$ cat src/dmct_pkg.sv
/*
  Package for the dynamic memory cycle timing block: widths, timing
  figures and the request/strobe carriers.
  Assumes a single 100 MHz clock shared by every user of the package.
*/
package dmct_pkg;

  // ********************************************************
  // Widths
  // ********************************************************
  localparam int unsigned DMCT_ADDR_W = 32;
  localparam int unsigned DMCT_DATA_W = 36;

  // ********************************************************
  // Timing
  // ********************************************************
  localparam int unsigned DMCT_CLK_PERIOD_NS = 10;
  localparam int unsigned DMCT_PRE_DELAY_NS = 50;
  localparam int unsigned DMCT_PRE_WIDTH_NS = 200;
  localparam int unsigned DMCT_CE_DELAY_NS = 150;
  localparam int unsigned DMCT_CE_READ_NS = 200;
  localparam int unsigned DMCT_CE_WRITE_NS = 400;
  localparam int unsigned DMCT_CNT_W = 8;
  // Least times round up to whole cycles
  localparam logic [DMCT_CNT_W-1:0] DMCT_PRE_ON = DMCT_CNT_W'(
    (DMCT_PRE_DELAY_NS + DMCT_CLK_PERIOD_NS - 1) / DMCT_CLK_PERIOD_NS);
  localparam logic [DMCT_CNT_W-1:0] DMCT_PRE_OFF = DMCT_CNT_W'(
    (DMCT_PRE_DELAY_NS + DMCT_PRE_WIDTH_NS + DMCT_CLK_PERIOD_NS - 1)
    / DMCT_CLK_PERIOD_NS);
  localparam logic [DMCT_CNT_W-1:0] DMCT_CE_ON = DMCT_CNT_W'(
    (DMCT_CE_DELAY_NS + DMCT_CLK_PERIOD_NS - 1) / DMCT_CLK_PERIOD_NS);
  localparam logic [DMCT_CNT_W-1:0] DMCT_CE_OFF_RD = DMCT_CNT_W'(
    (DMCT_CE_DELAY_NS + DMCT_CE_READ_NS + DMCT_CLK_PERIOD_NS - 1)
    / DMCT_CLK_PERIOD_NS);
  localparam logic [DMCT_CNT_W-1:0] DMCT_CE_OFF_WR = DMCT_CNT_W'(
    (DMCT_CE_DELAY_NS + DMCT_CE_WRITE_NS + DMCT_CLK_PERIOD_NS - 1)
    / DMCT_CLK_PERIOD_NS);
  // Write data is presented only in the latter part of the cycle
  localparam logic [DMCT_CNT_W-1:0] DMCT_WR_DATA_AT = DMCT_CE_OFF_RD;
  localparam logic [DMCT_CNT_W-1:0] DMCT_CNT_ONE = DMCT_CNT_W'(1);

  // ********************************************************
  // Carriers
  // ********************************************************
  typedef struct packed {
    logic refresh;
    logic micro_fetch;
    logic memory_access_micro;
    logic console;
    logic write;
  } dmct_req_s;

  typedef struct packed {
    logic chip_precharge_strobe;
    logic chip_enable_strobe;
    logic write_select;
    logic refresh;
  } dmct_strobe_s;

  typedef enum logic [2:0] {
    DMCT_IDLE = 3'b001,
    DMCT_RUN = 3'b010,
    DMCT_DONE = 3'b100
  } dmct_state_e;

endpackage

$ cat src/dmct_data_reg.sv
/*
  Holding register for the address and write data of one memory cycle.
  Assumes the caller loads it only at the start of a cycle.
*/
`timescale 1ns/10ps
`default_nettype none
module dmct_data_reg (
  // Clock and reset
  input wire logic mclk_i,
  input wire logic srst_i,
  // Load side
  input wire logic load_i,
  input wire logic [dmct_pkg::DMCT_ADDR_W-1:0] addr_i,
  input wire logic [dmct_pkg::DMCT_DATA_W-1:0] wdata_i,
  // Held values
  output logic [dmct_pkg::DMCT_ADDR_W-1:0] addr_o,
  output logic [dmct_pkg::DMCT_DATA_W-1:0] wdata_o
);
  import dmct_pkg::*;

  logic [DMCT_ADDR_W-1:0] addr_d;
  logic [DMCT_DATA_W-1:0] wdata_d;

  always_comb begin
    addr_d = addr_o;
    wdata_d = wdata_o;
    if (load_i) begin
      addr_d = addr_i;
      wdata_d = wdata_i;
    end
  end

  always_ff @(posedge mclk_i) begin
    if (srst_i) begin
      addr_o <= '0;
      wdata_o <= '0;
    end else begin
      addr_o <= addr_d;
      wdata_o <= wdata_d;
    end
  end

endmodule
`default_nettype wire

$ cat src/dmct_timing.sv
/*
  Dynamic memory cycle timing: starts one cycle per request and walks
  precharge, chip enable and write select toward the storage chips.
  Assumes requests come from logic on mclk_i; read data arrive from the
  storage chips asynchronously and are synchronised here.
*/
// Behaviour
// Any refresh, micro fetch, memory micro or console access starts a cycle.
// Write start raised only for write memory micro or console write.
// Precharge strobe follows cycle start after a delay, before chip enable.
// Chip enable comes later than precharge and overlaps it.
// Write select high for write, low for read.
// Write start stretches chip enable until the write completes.
// A write reads first; data stored only in the latter part.
// Refresh has its own line, separate from the other strobes.
// One line each strobe, 32 address, 36 write and 36 read data.
// One cycle at a time; no new start before sequence ends.
`timescale 1ns/10ps
`default_nettype none
module dmct_timing (
  // Clock and reset
  input wire logic mclk_i,
  input wire logic srst_i,
  // Processor side
  input wire dmct_pkg::dmct_req_s req_i,
  input wire logic [dmct_pkg::DMCT_ADDR_W-1:0] addr_i,
  input wire logic [dmct_pkg::DMCT_DATA_W-1:0] wdata_i,
  output logic busy_o,
  output logic memory_cycle_start_o,
  output logic write_cycle_start_o,
  output logic done_o,
  output logic [dmct_pkg::DMCT_DATA_W-1:0] rdata_o,
  // Storage chip side
  output dmct_pkg::dmct_strobe_s strobe_o,
  output logic [dmct_pkg::DMCT_ADDR_W-1:0] mem_addr_o,
  output logic [dmct_pkg::DMCT_DATA_W-1:0] mem_wdata_o,
  input wire logic [dmct_pkg::DMCT_DATA_W-1:0] mem_rdata_i
);
  import dmct_pkg::*;

  // ********************************************************
  // Request decode
  // ********************************************************
  logic any_req;
  logic wr_req;
  logic start;
  assign any_req = req_i.refresh | req_i.micro_fetch |
                   req_i.memory_access_micro | req_i.console;
  // Write only meaningful for memory micro or console
  assign wr_req = req_i.write &
                  (req_i.memory_access_micro | req_i.console);

  // ********************************************************
  // Sequencer
  // ********************************************************
  dmct_state_e state_q, state_d;
  logic [DMCT_CNT_W-1:0] cnt_q, cnt_d;
  logic wr_q, wr_d;
  logic ref_q, ref_d;
  logic mstart_q, mstart_d;
  logic wstart_q, wstart_d;
  logic done_q, done_d;
  logic busy_q, busy_d;
  logic [DMCT_CNT_W-1:0] ce_end;

  assign start = (state_q == DMCT_IDLE) && any_req;
  // Write cycle holds enable longer so the read part finishes first
  assign ce_end = wr_q ? DMCT_CE_OFF_WR : DMCT_CE_OFF_RD;

  always_comb begin
    state_d = state_q;
    cnt_d = cnt_q;
    wr_d = wr_q;
    ref_d = ref_q;
    mstart_d = 1'b0;
    wstart_d = 1'b0;
    done_d = 1'b0;
    unique case (state_q)
      DMCT_IDLE: begin
        if (start) begin
          state_d = DMCT_RUN;
          cnt_d = DMCT_CNT_ONE;
          wr_d = wr_req;
          ref_d = req_i.refresh;
          mstart_d = 1'b1;
          wstart_d = wr_req;
        end
      end
      DMCT_RUN: begin
        cnt_d = cnt_q + DMCT_CNT_ONE;
        if (cnt_q == ce_end) begin
          state_d = DMCT_DONE;
        end
      end
      DMCT_DONE: begin
        state_d = DMCT_IDLE;
        wr_d = 1'b0;
        ref_d = 1'b0;
        done_d = 1'b1;
      end
      default: begin
        state_d = DMCT_IDLE;
      end
    endcase
    // Registered so the busy output comes straight from a flop
    busy_d = (state_d != DMCT_IDLE);
  end

  always_ff @(posedge mclk_i) begin
    if (srst_i) begin
      state_q <= DMCT_IDLE;
      cnt_q <= '0;
      wr_q <= 1'b0;
      ref_q <= 1'b0;
      mstart_q <= 1'b0;
      wstart_q <= 1'b0;
      done_q <= 1'b0;
      busy_q <= 1'b0;
    end else begin
      state_q <= state_d;
      cnt_q <= cnt_d;
      wr_q <= wr_d;
      ref_q <= ref_d;
      mstart_q <= mstart_d;
      wstart_q <= wstart_d;
      done_q <= done_d;
      busy_q <= busy_d;
    end
  end

  // ********************************************************
  // Strobes
  // ********************************************************
  dmct_strobe_s strobe_q, strobe_d;
  logic run;
  assign run = (state_q == DMCT_RUN);

  always_comb begin
    strobe_d.chip_precharge_strobe = run && (cnt_q >= DMCT_PRE_ON) &&
                                     (cnt_q < DMCT_PRE_OFF);
    strobe_d.chip_enable_strobe = run && (cnt_q >= DMCT_CE_ON) &&
                                  (cnt_q < ce_end);
    strobe_d.write_select = run && wr_q;
    strobe_d.refresh = run && ref_q;
  end

  always_ff @(posedge mclk_i) begin
    if (srst_i) begin
      strobe_q <= '0;
    end else begin
      strobe_q <= strobe_d;
    end
  end

  // ********************************************************
  // Address, write data and read capture
  // ********************************************************
  logic [DMCT_ADDR_W-1:0] held_addr;
  logic [DMCT_DATA_W-1:0] held_wdata;
  logic [DMCT_DATA_W-1:0] wdata_out_q, wdata_out_d;
  logic [DMCT_DATA_W-1:0] rd_sync1_q, rd_sync2_q, rdata_q, rdata_d;
  logic [DMCT_ADDR_W-1:0] maddr_q;

  dmct_data_reg u_hold (
    .mclk_i(mclk_i),
    .srst_i(srst_i),
    .load_i(start),
    .addr_i(addr_i),
    .wdata_i(wdata_i),
    .addr_o(held_addr),
    .wdata_o(held_wdata)
  );

  always_comb begin
    // Data driven only late in a write, after the read part
    wdata_out_d = (run && wr_q && cnt_q >= DMCT_WR_DATA_AT) ?
                  held_wdata : '0;
    rdata_d = rdata_q;
    // Read sampled where a read's chip enable ends, on reads and writes alike
    if (run && cnt_q == DMCT_CE_OFF_RD) begin
      rdata_d = rd_sync2_q;
    end
  end

  always_ff @(posedge mclk_i) begin
    if (srst_i) begin
      wdata_out_q <= '0;
      rd_sync1_q <= '0;
      rd_sync2_q <= '0;
      rdata_q <= '0;
      maddr_q <= '0;
    end else begin
      wdata_out_q <= wdata_out_d;
      rd_sync1_q <= mem_rdata_i;
      rd_sync2_q <= rd_sync1_q;
      rdata_q <= rdata_d;
      maddr_q <= held_addr;
    end
  end

  assign busy_o = busy_q;
  assign memory_cycle_start_o = mstart_q;
  assign write_cycle_start_o = wstart_q;
  assign done_o = done_q;
  assign rdata_o = rdata_q;
  assign strobe_o = strobe_q;
  assign mem_addr_o = maddr_q;
  assign mem_wdata_o = wdata_out_q;

  // ********************************************************
  // Checks
  // ********************************************************
  start_on_req_a: assert property (
    @(posedge mclk_i) disable iff (srst_i)
    (state_q == DMCT_IDLE && any_req) |=> memory_cycle_start_o)
    else $error("request did not start a cycle");
  write_start_a: assert property (
    @(posedge mclk_i) disable iff (srst_i)
    write_cycle_start_o |-> memory_cycle_start_o && wr_q)
    else $error("write start without write cycle");
  pre_before_ce_a: assert property (
    @(posedge mclk_i) disable iff (srst_i)
    $rose(strobe_o.chip_enable_strobe) |->
      strobe_o.chip_precharge_strobe)
    else $error("enable rose without precharge");
  // Precharge turns on after five quiet cycles
  pre_delay_a: assert property (
    @(posedge mclk_i) disable iff (srst_i)
    memory_cycle_start_o |-> !strobe_o.chip_precharge_strobe [*5]
      ##1 strobe_o.chip_precharge_strobe)
    else $error("precharge delay wrong");
  // Reset in mid-cycle drops both strobes; not an overlap fault
  ce_overlap_a: assert property (
    @(posedge mclk_i) disable iff (srst_i)
    (!$past(srst_i) && $fell(strobe_o.chip_precharge_strobe)) |->
      strobe_o.chip_enable_strobe)
    else $error("enable and precharge do not overlap");
  ce_read_end_a: assert property (
    @(posedge mclk_i) disable iff (srst_i)
    (memory_cycle_start_o && !write_cycle_start_o) |->
      ##34 strobe_o.chip_enable_strobe ##1 !strobe_o.chip_enable_strobe)
    else $error("read enable length wrong");
  wsel_level_a: assert property (
    @(posedge mclk_i) disable iff (srst_i)
    strobe_o.chip_enable_strobe |-> strobe_o.write_select == wr_q)
    else $error("write select wrong");
  // Read part alone would drop enable long before this
  ce_stretch_a: assert property (
    @(posedge mclk_i) disable iff (srst_i)
    write_cycle_start_o |-> ##54 strobe_o.chip_enable_strobe
      ##1 !strobe_o.chip_enable_strobe)
    else $error("enable not stretched on write");
  late_write_a: assert property (
    @(posedge mclk_i) disable iff (srst_i)
    memory_cycle_start_o |-> (mem_wdata_o == '0) [*8]
      ##27 (mem_wdata_o == '0))
    else $error("write data driven early");
  one_cycle_a: assert property (
    @(posedge mclk_i) disable iff (srst_i)
    memory_cycle_start_o |=> !memory_cycle_start_o [*8])
    else $error("overlapping cycle start");

endmodule
`default_nettype wire

$ cat config.mk
export PLATFORM = sky130hd
export DESIGN_NAME = dmct_timing
export DESIGN_NICKNAME = d
export VERILOG_FILES = /design/src/dmct_pkg.sv /design/src/dmct_data_reg.sv /design/src/dmct_timing.sv
export SDC_FILE = /design/constraint.sdc
export NUM_CORES = 1
export LEC_CHECK = 0
export BUFFER_PORTS_ARGS = -buffer_cell sky130_fd_sc_hd__buf_2
export CAP_MARGIN = 40
export CORE_MARGIN = 3
export CORE_UTILIZATION = 52
export CTS_CLUSTER_SIZE = 16
export DETAILED_ROUTE_END_ITERATION = 10
export GPL_TIMING_DRIVEN = 0
export PLACE_DENSITY_LB_ADDON = 0.3
export SETUP_SLACK_MARGIN = 0.05
export SYNTH_ARGS = -nofsm -noshare
export SYNTH_HDL_FRONTEND = slang
export SYNTH_SLANG_ARGS = --single-unit
$ cat constraint.sdc
create_clock -name mclk_i -period 1.9 [get_ports mclk_i]
set_input_delay 0.19 -clock mclk_i [delete_from_list [all_inputs] [get_ports mclk_i]]
set_output_delay 0.19 -clock mclk_i [all_outputs]
set_load 0.005 [all_outputs]
==> results.sh <==
export IMPL_status="finished clean"
export IMPL_peakVddDrop_uv=841.2
export IMPL_tns_ns=0
export IMPL_slowest_delay_ns=0.49
export IMPL_die_w_um=136.8
export IMPL_clockBufferDepth=3
export IMPL_ys_warn_count=0
export IMPL_yosys_top_cells_area="dfxtp_1 (60%), nor2b_1 (7.3%), nand2b_1 (5.4%), a21oi_1 (4.4%), mux2i_1 (4.1%)"
export IMPL_end_kind="flop"
export IMPL_cap_violations=0
export IMPL_dpl_hpwl_mm=14.36
export IMPL_hold_class="in -> reg"
export IMPL_leakagePower_uw=0.005227
export IMPL_yosysTopAreaCellShare_pct=59.67
export IMPL_htreeDepth=1
export IMPL_period_minus_slack_ns=1.778
export IMPL_synth_area_per_cell_um2=10.15
export IMPL_max_clock_freq_mhz=562.3
export IMPL_drcViolationCount=0
export IMPL_grt_overflow_total=0
export IMPL_netlist_instances=876
export IMPL_wl_per_cell_um=15.95
export IMPL_crit_family="simple AND/OR/NAND/NOR gates"
export IMPL_grt_setup_unrepaired="true"
export IMPL_antenna_left=0
export IMPL_cts_sinks=265
export IMPL_finalNetCount=1351
export IMPL_setup_violations=0
export IMPL_dieArea_um2=18700
export IMPL_skew_ns=0.01102
export IMPL_relSlewSlack_pct=59.69
export IMPL_ys_seq_elements=265
export IMPL_port_buffers=222
export IMPL_cp_required_ns=2.31
export IMPL_dr_pass1_iters=5
export IMPL_finalWirelength_mm=23.51
export IMPL_core_area_um2=16640
export IMPL_vias=7473
export IMPL_cp_max_fo=10
export IMPL_cts_tree="built"
export IMPL_antenna_found_initial=1
export IMPL_cts_buffers=25
export IMPL_clock_latency_ns=0.51
export IMPL_most_common_layout_cells="dfxtp_1 (261), buf_2 (224), dlygate4sd3_1 (106), nor2b_1 (104), a21oi_1 (78)"
export IMPL_drtIter0Drc=450
export IMPL_synthArstFlopShare_pct=0
export IMPL_final_common_cell="dfxtp_1"
export IMPL_syn_to_final_growth_pct=39.43
export IMPL_start_util_pct=53.42
export IMPL_io_pins=223
export IMPL_place_gp_congestion=0.8221
export IMPL_grtUsageTotal_pct=24.46
export IMPL_cts_root_buf="clkbuf_16"
export IMPL_grt_pass1_vias=7468
export IMPL_hold_viol_final=0
export IMPL_start_kind="flop"
export IMPL_die_h_um=136.8
export IMPL_ys_types=41
export IMPL_slowest_stage="dfxtp_1"
export IMPL_syn_area_um2=8891
export IMPL_synth_flop_cell="dfxtp_1"
export IMPL_slew_viol_final=0
export IMPL_synth_edf_count=0
export IMPL_grt_max_degree=16
export IMPL_cp_arrival_ns=2.19
export IMPL_worst_pin_slew_ns=0.6047
export IMPL_p_per_area_nw_per_um2=1040
export IMPL_via_per_inst=5.070
export IMPL_synthesis_nets=992
export IMPL_clk_pin_slew_ns=0.06
export IMPL_synth_seq_area_share_pct=59.67
export IMPL_yosys_area_top_type="dfxtp_1"
export IMPL_crit_chain="nor4b_4 > and4_1 > clkbuf_4 > buf_6 > mux2i_1"
export IMPL_fin_crit_sh_pct=93.60
export IMPL_drive_gt1_share_pct=24.18
export IMPL_final_core_util_pct=74.49
export IMPL_rows=47
export IMPL_grt_pass1_wl_mm=36.65
export IMPL_critical_path_class="reg -> reg"
export IMPL_path_buf_inv=2
==> timing repair <==
item | 4_1_cts | 5_1_grt
endpoints found under the setup margin | 138 | 133
pin swaps | 1 | 1
endpoints found under the hold margin | 106 | 0
gates resized for setup | 15 | 40
hold buffers | 106 | 0
setup buffers | 3 | 2
==> tightest hold or removal path: stages <==
cell	delay (ns)
buf_2	0.11
o21ai_0	0.13
nor3_1	0.14
==> where the power goes <==
| part | switching, µW | internal, µW |
|---|---|---|
| combinational | 727 | 629 |
| clock | 2060 | 3470 |
| sequential | 128 | 5890 |
| total | 2920 | 9980 |
==> cell type report <==
| class | instances | area (µm²) |
|---|---|---|
| flip-flops and latches | 265 | 5313 |
| fillers | 1167 | 4245 |
| multi-input cells | 534 | 3318 |
| repair buffers | 334 | 2217 |
| clock buffers | 35 | 723.2 |
| plain buffers | 69 | 322.8 |
| well taps | 220 | 275.3 |
| clock inverters | 10 | 202.7 |
| inverters | 6 | 22.52 |
| diodes | 1 | 2.502 |
==> cell families (layout without fill, tap and decap cells) <==
family,after synthesis,count (layout),share of synthesized area [%]
adders and majority gates,5,5,0.7036
buffers and inverters,77,454,3.363
AOI/OAI and AO/OA,167,167,10.20
and+or+nand+nor,324,324,21.76
other,0,1,0
DFF,265,265,59.67
muxes,38,38,4.306
==> metrics by stage <==
step	instance area, µm²	hold WS (ns)	worst slack, ns	instances	total power [µW]
floorplan	8891	0.3182	0.1984	876	6809
global placement	10280	0.3979	-0.4320	1318	7208
detailed placement	10280	0.4030	-0.2347	1319	7241
CTS	12340	0.07628	-0.001056	1473	12890
global route	12400	0.1451	0.02354	1474	13340
finish	12400	0.1135	0.1216	1474	12900
==> layer usage <==
metal	global-route usage [%]	up-vias	share of wire [%]
li1	-	3653	-
met1	29.24	3473	40
met2	43.10	289	50
met3	5.772	58	7.4
met4	8.343	0	2.8
met5	0	-	0
==> state kept, by name, indices dropped and copies added (netlist names) <==
signal	count
write_cycle_start_o	1
ref_q	1
strobe_o	4
cnt_q	8
rd_sync1_q	36
u_hold.wdata_o	36
state_q	3
rd_sync2_q	36
busy_o	1
rdata_o	36
done_o	1
memory_cycle_start_o	1
wr_q	1
mem_wdata_o	36
mem_addr_o	32
u_hold.addr_o	32
==> final timing paths <==
kind | to | slack (ns) | cells past startpoint | start
setup / recovery | rdata_o[23] | 0.12 | 5 | cnt_q[5]
hold / removal | write_cycle_start_o | 0.11 | 3 | req_i[1]
setup reg to reg | rdata_o[23] | 0.12 | 5 | cnt_q[5]
hold reg to reg | rd_sync2_q[3] | 0.44 | 1 | rd_sync1_q[3]
==> cell usage after synthesis (3+ instances only) <==
cell type / instances
nor2_1: 8
nand2_1: 7
buf_2: 5
clkbuf_2: 3
inv_1: 6
nand3_1: 69
nand2b_1: 77
and2_1: 37
ha_1: 5
nor3_1: 4
clkbuf_1: 62
a21oi_1: 78
mux2i_1: 36
nor2b_1: 104
dfxtp_1: 265
o21ai_0: 72
a211oi_1: 3
No activity file was read; power rests on OpenSTA's default activity.
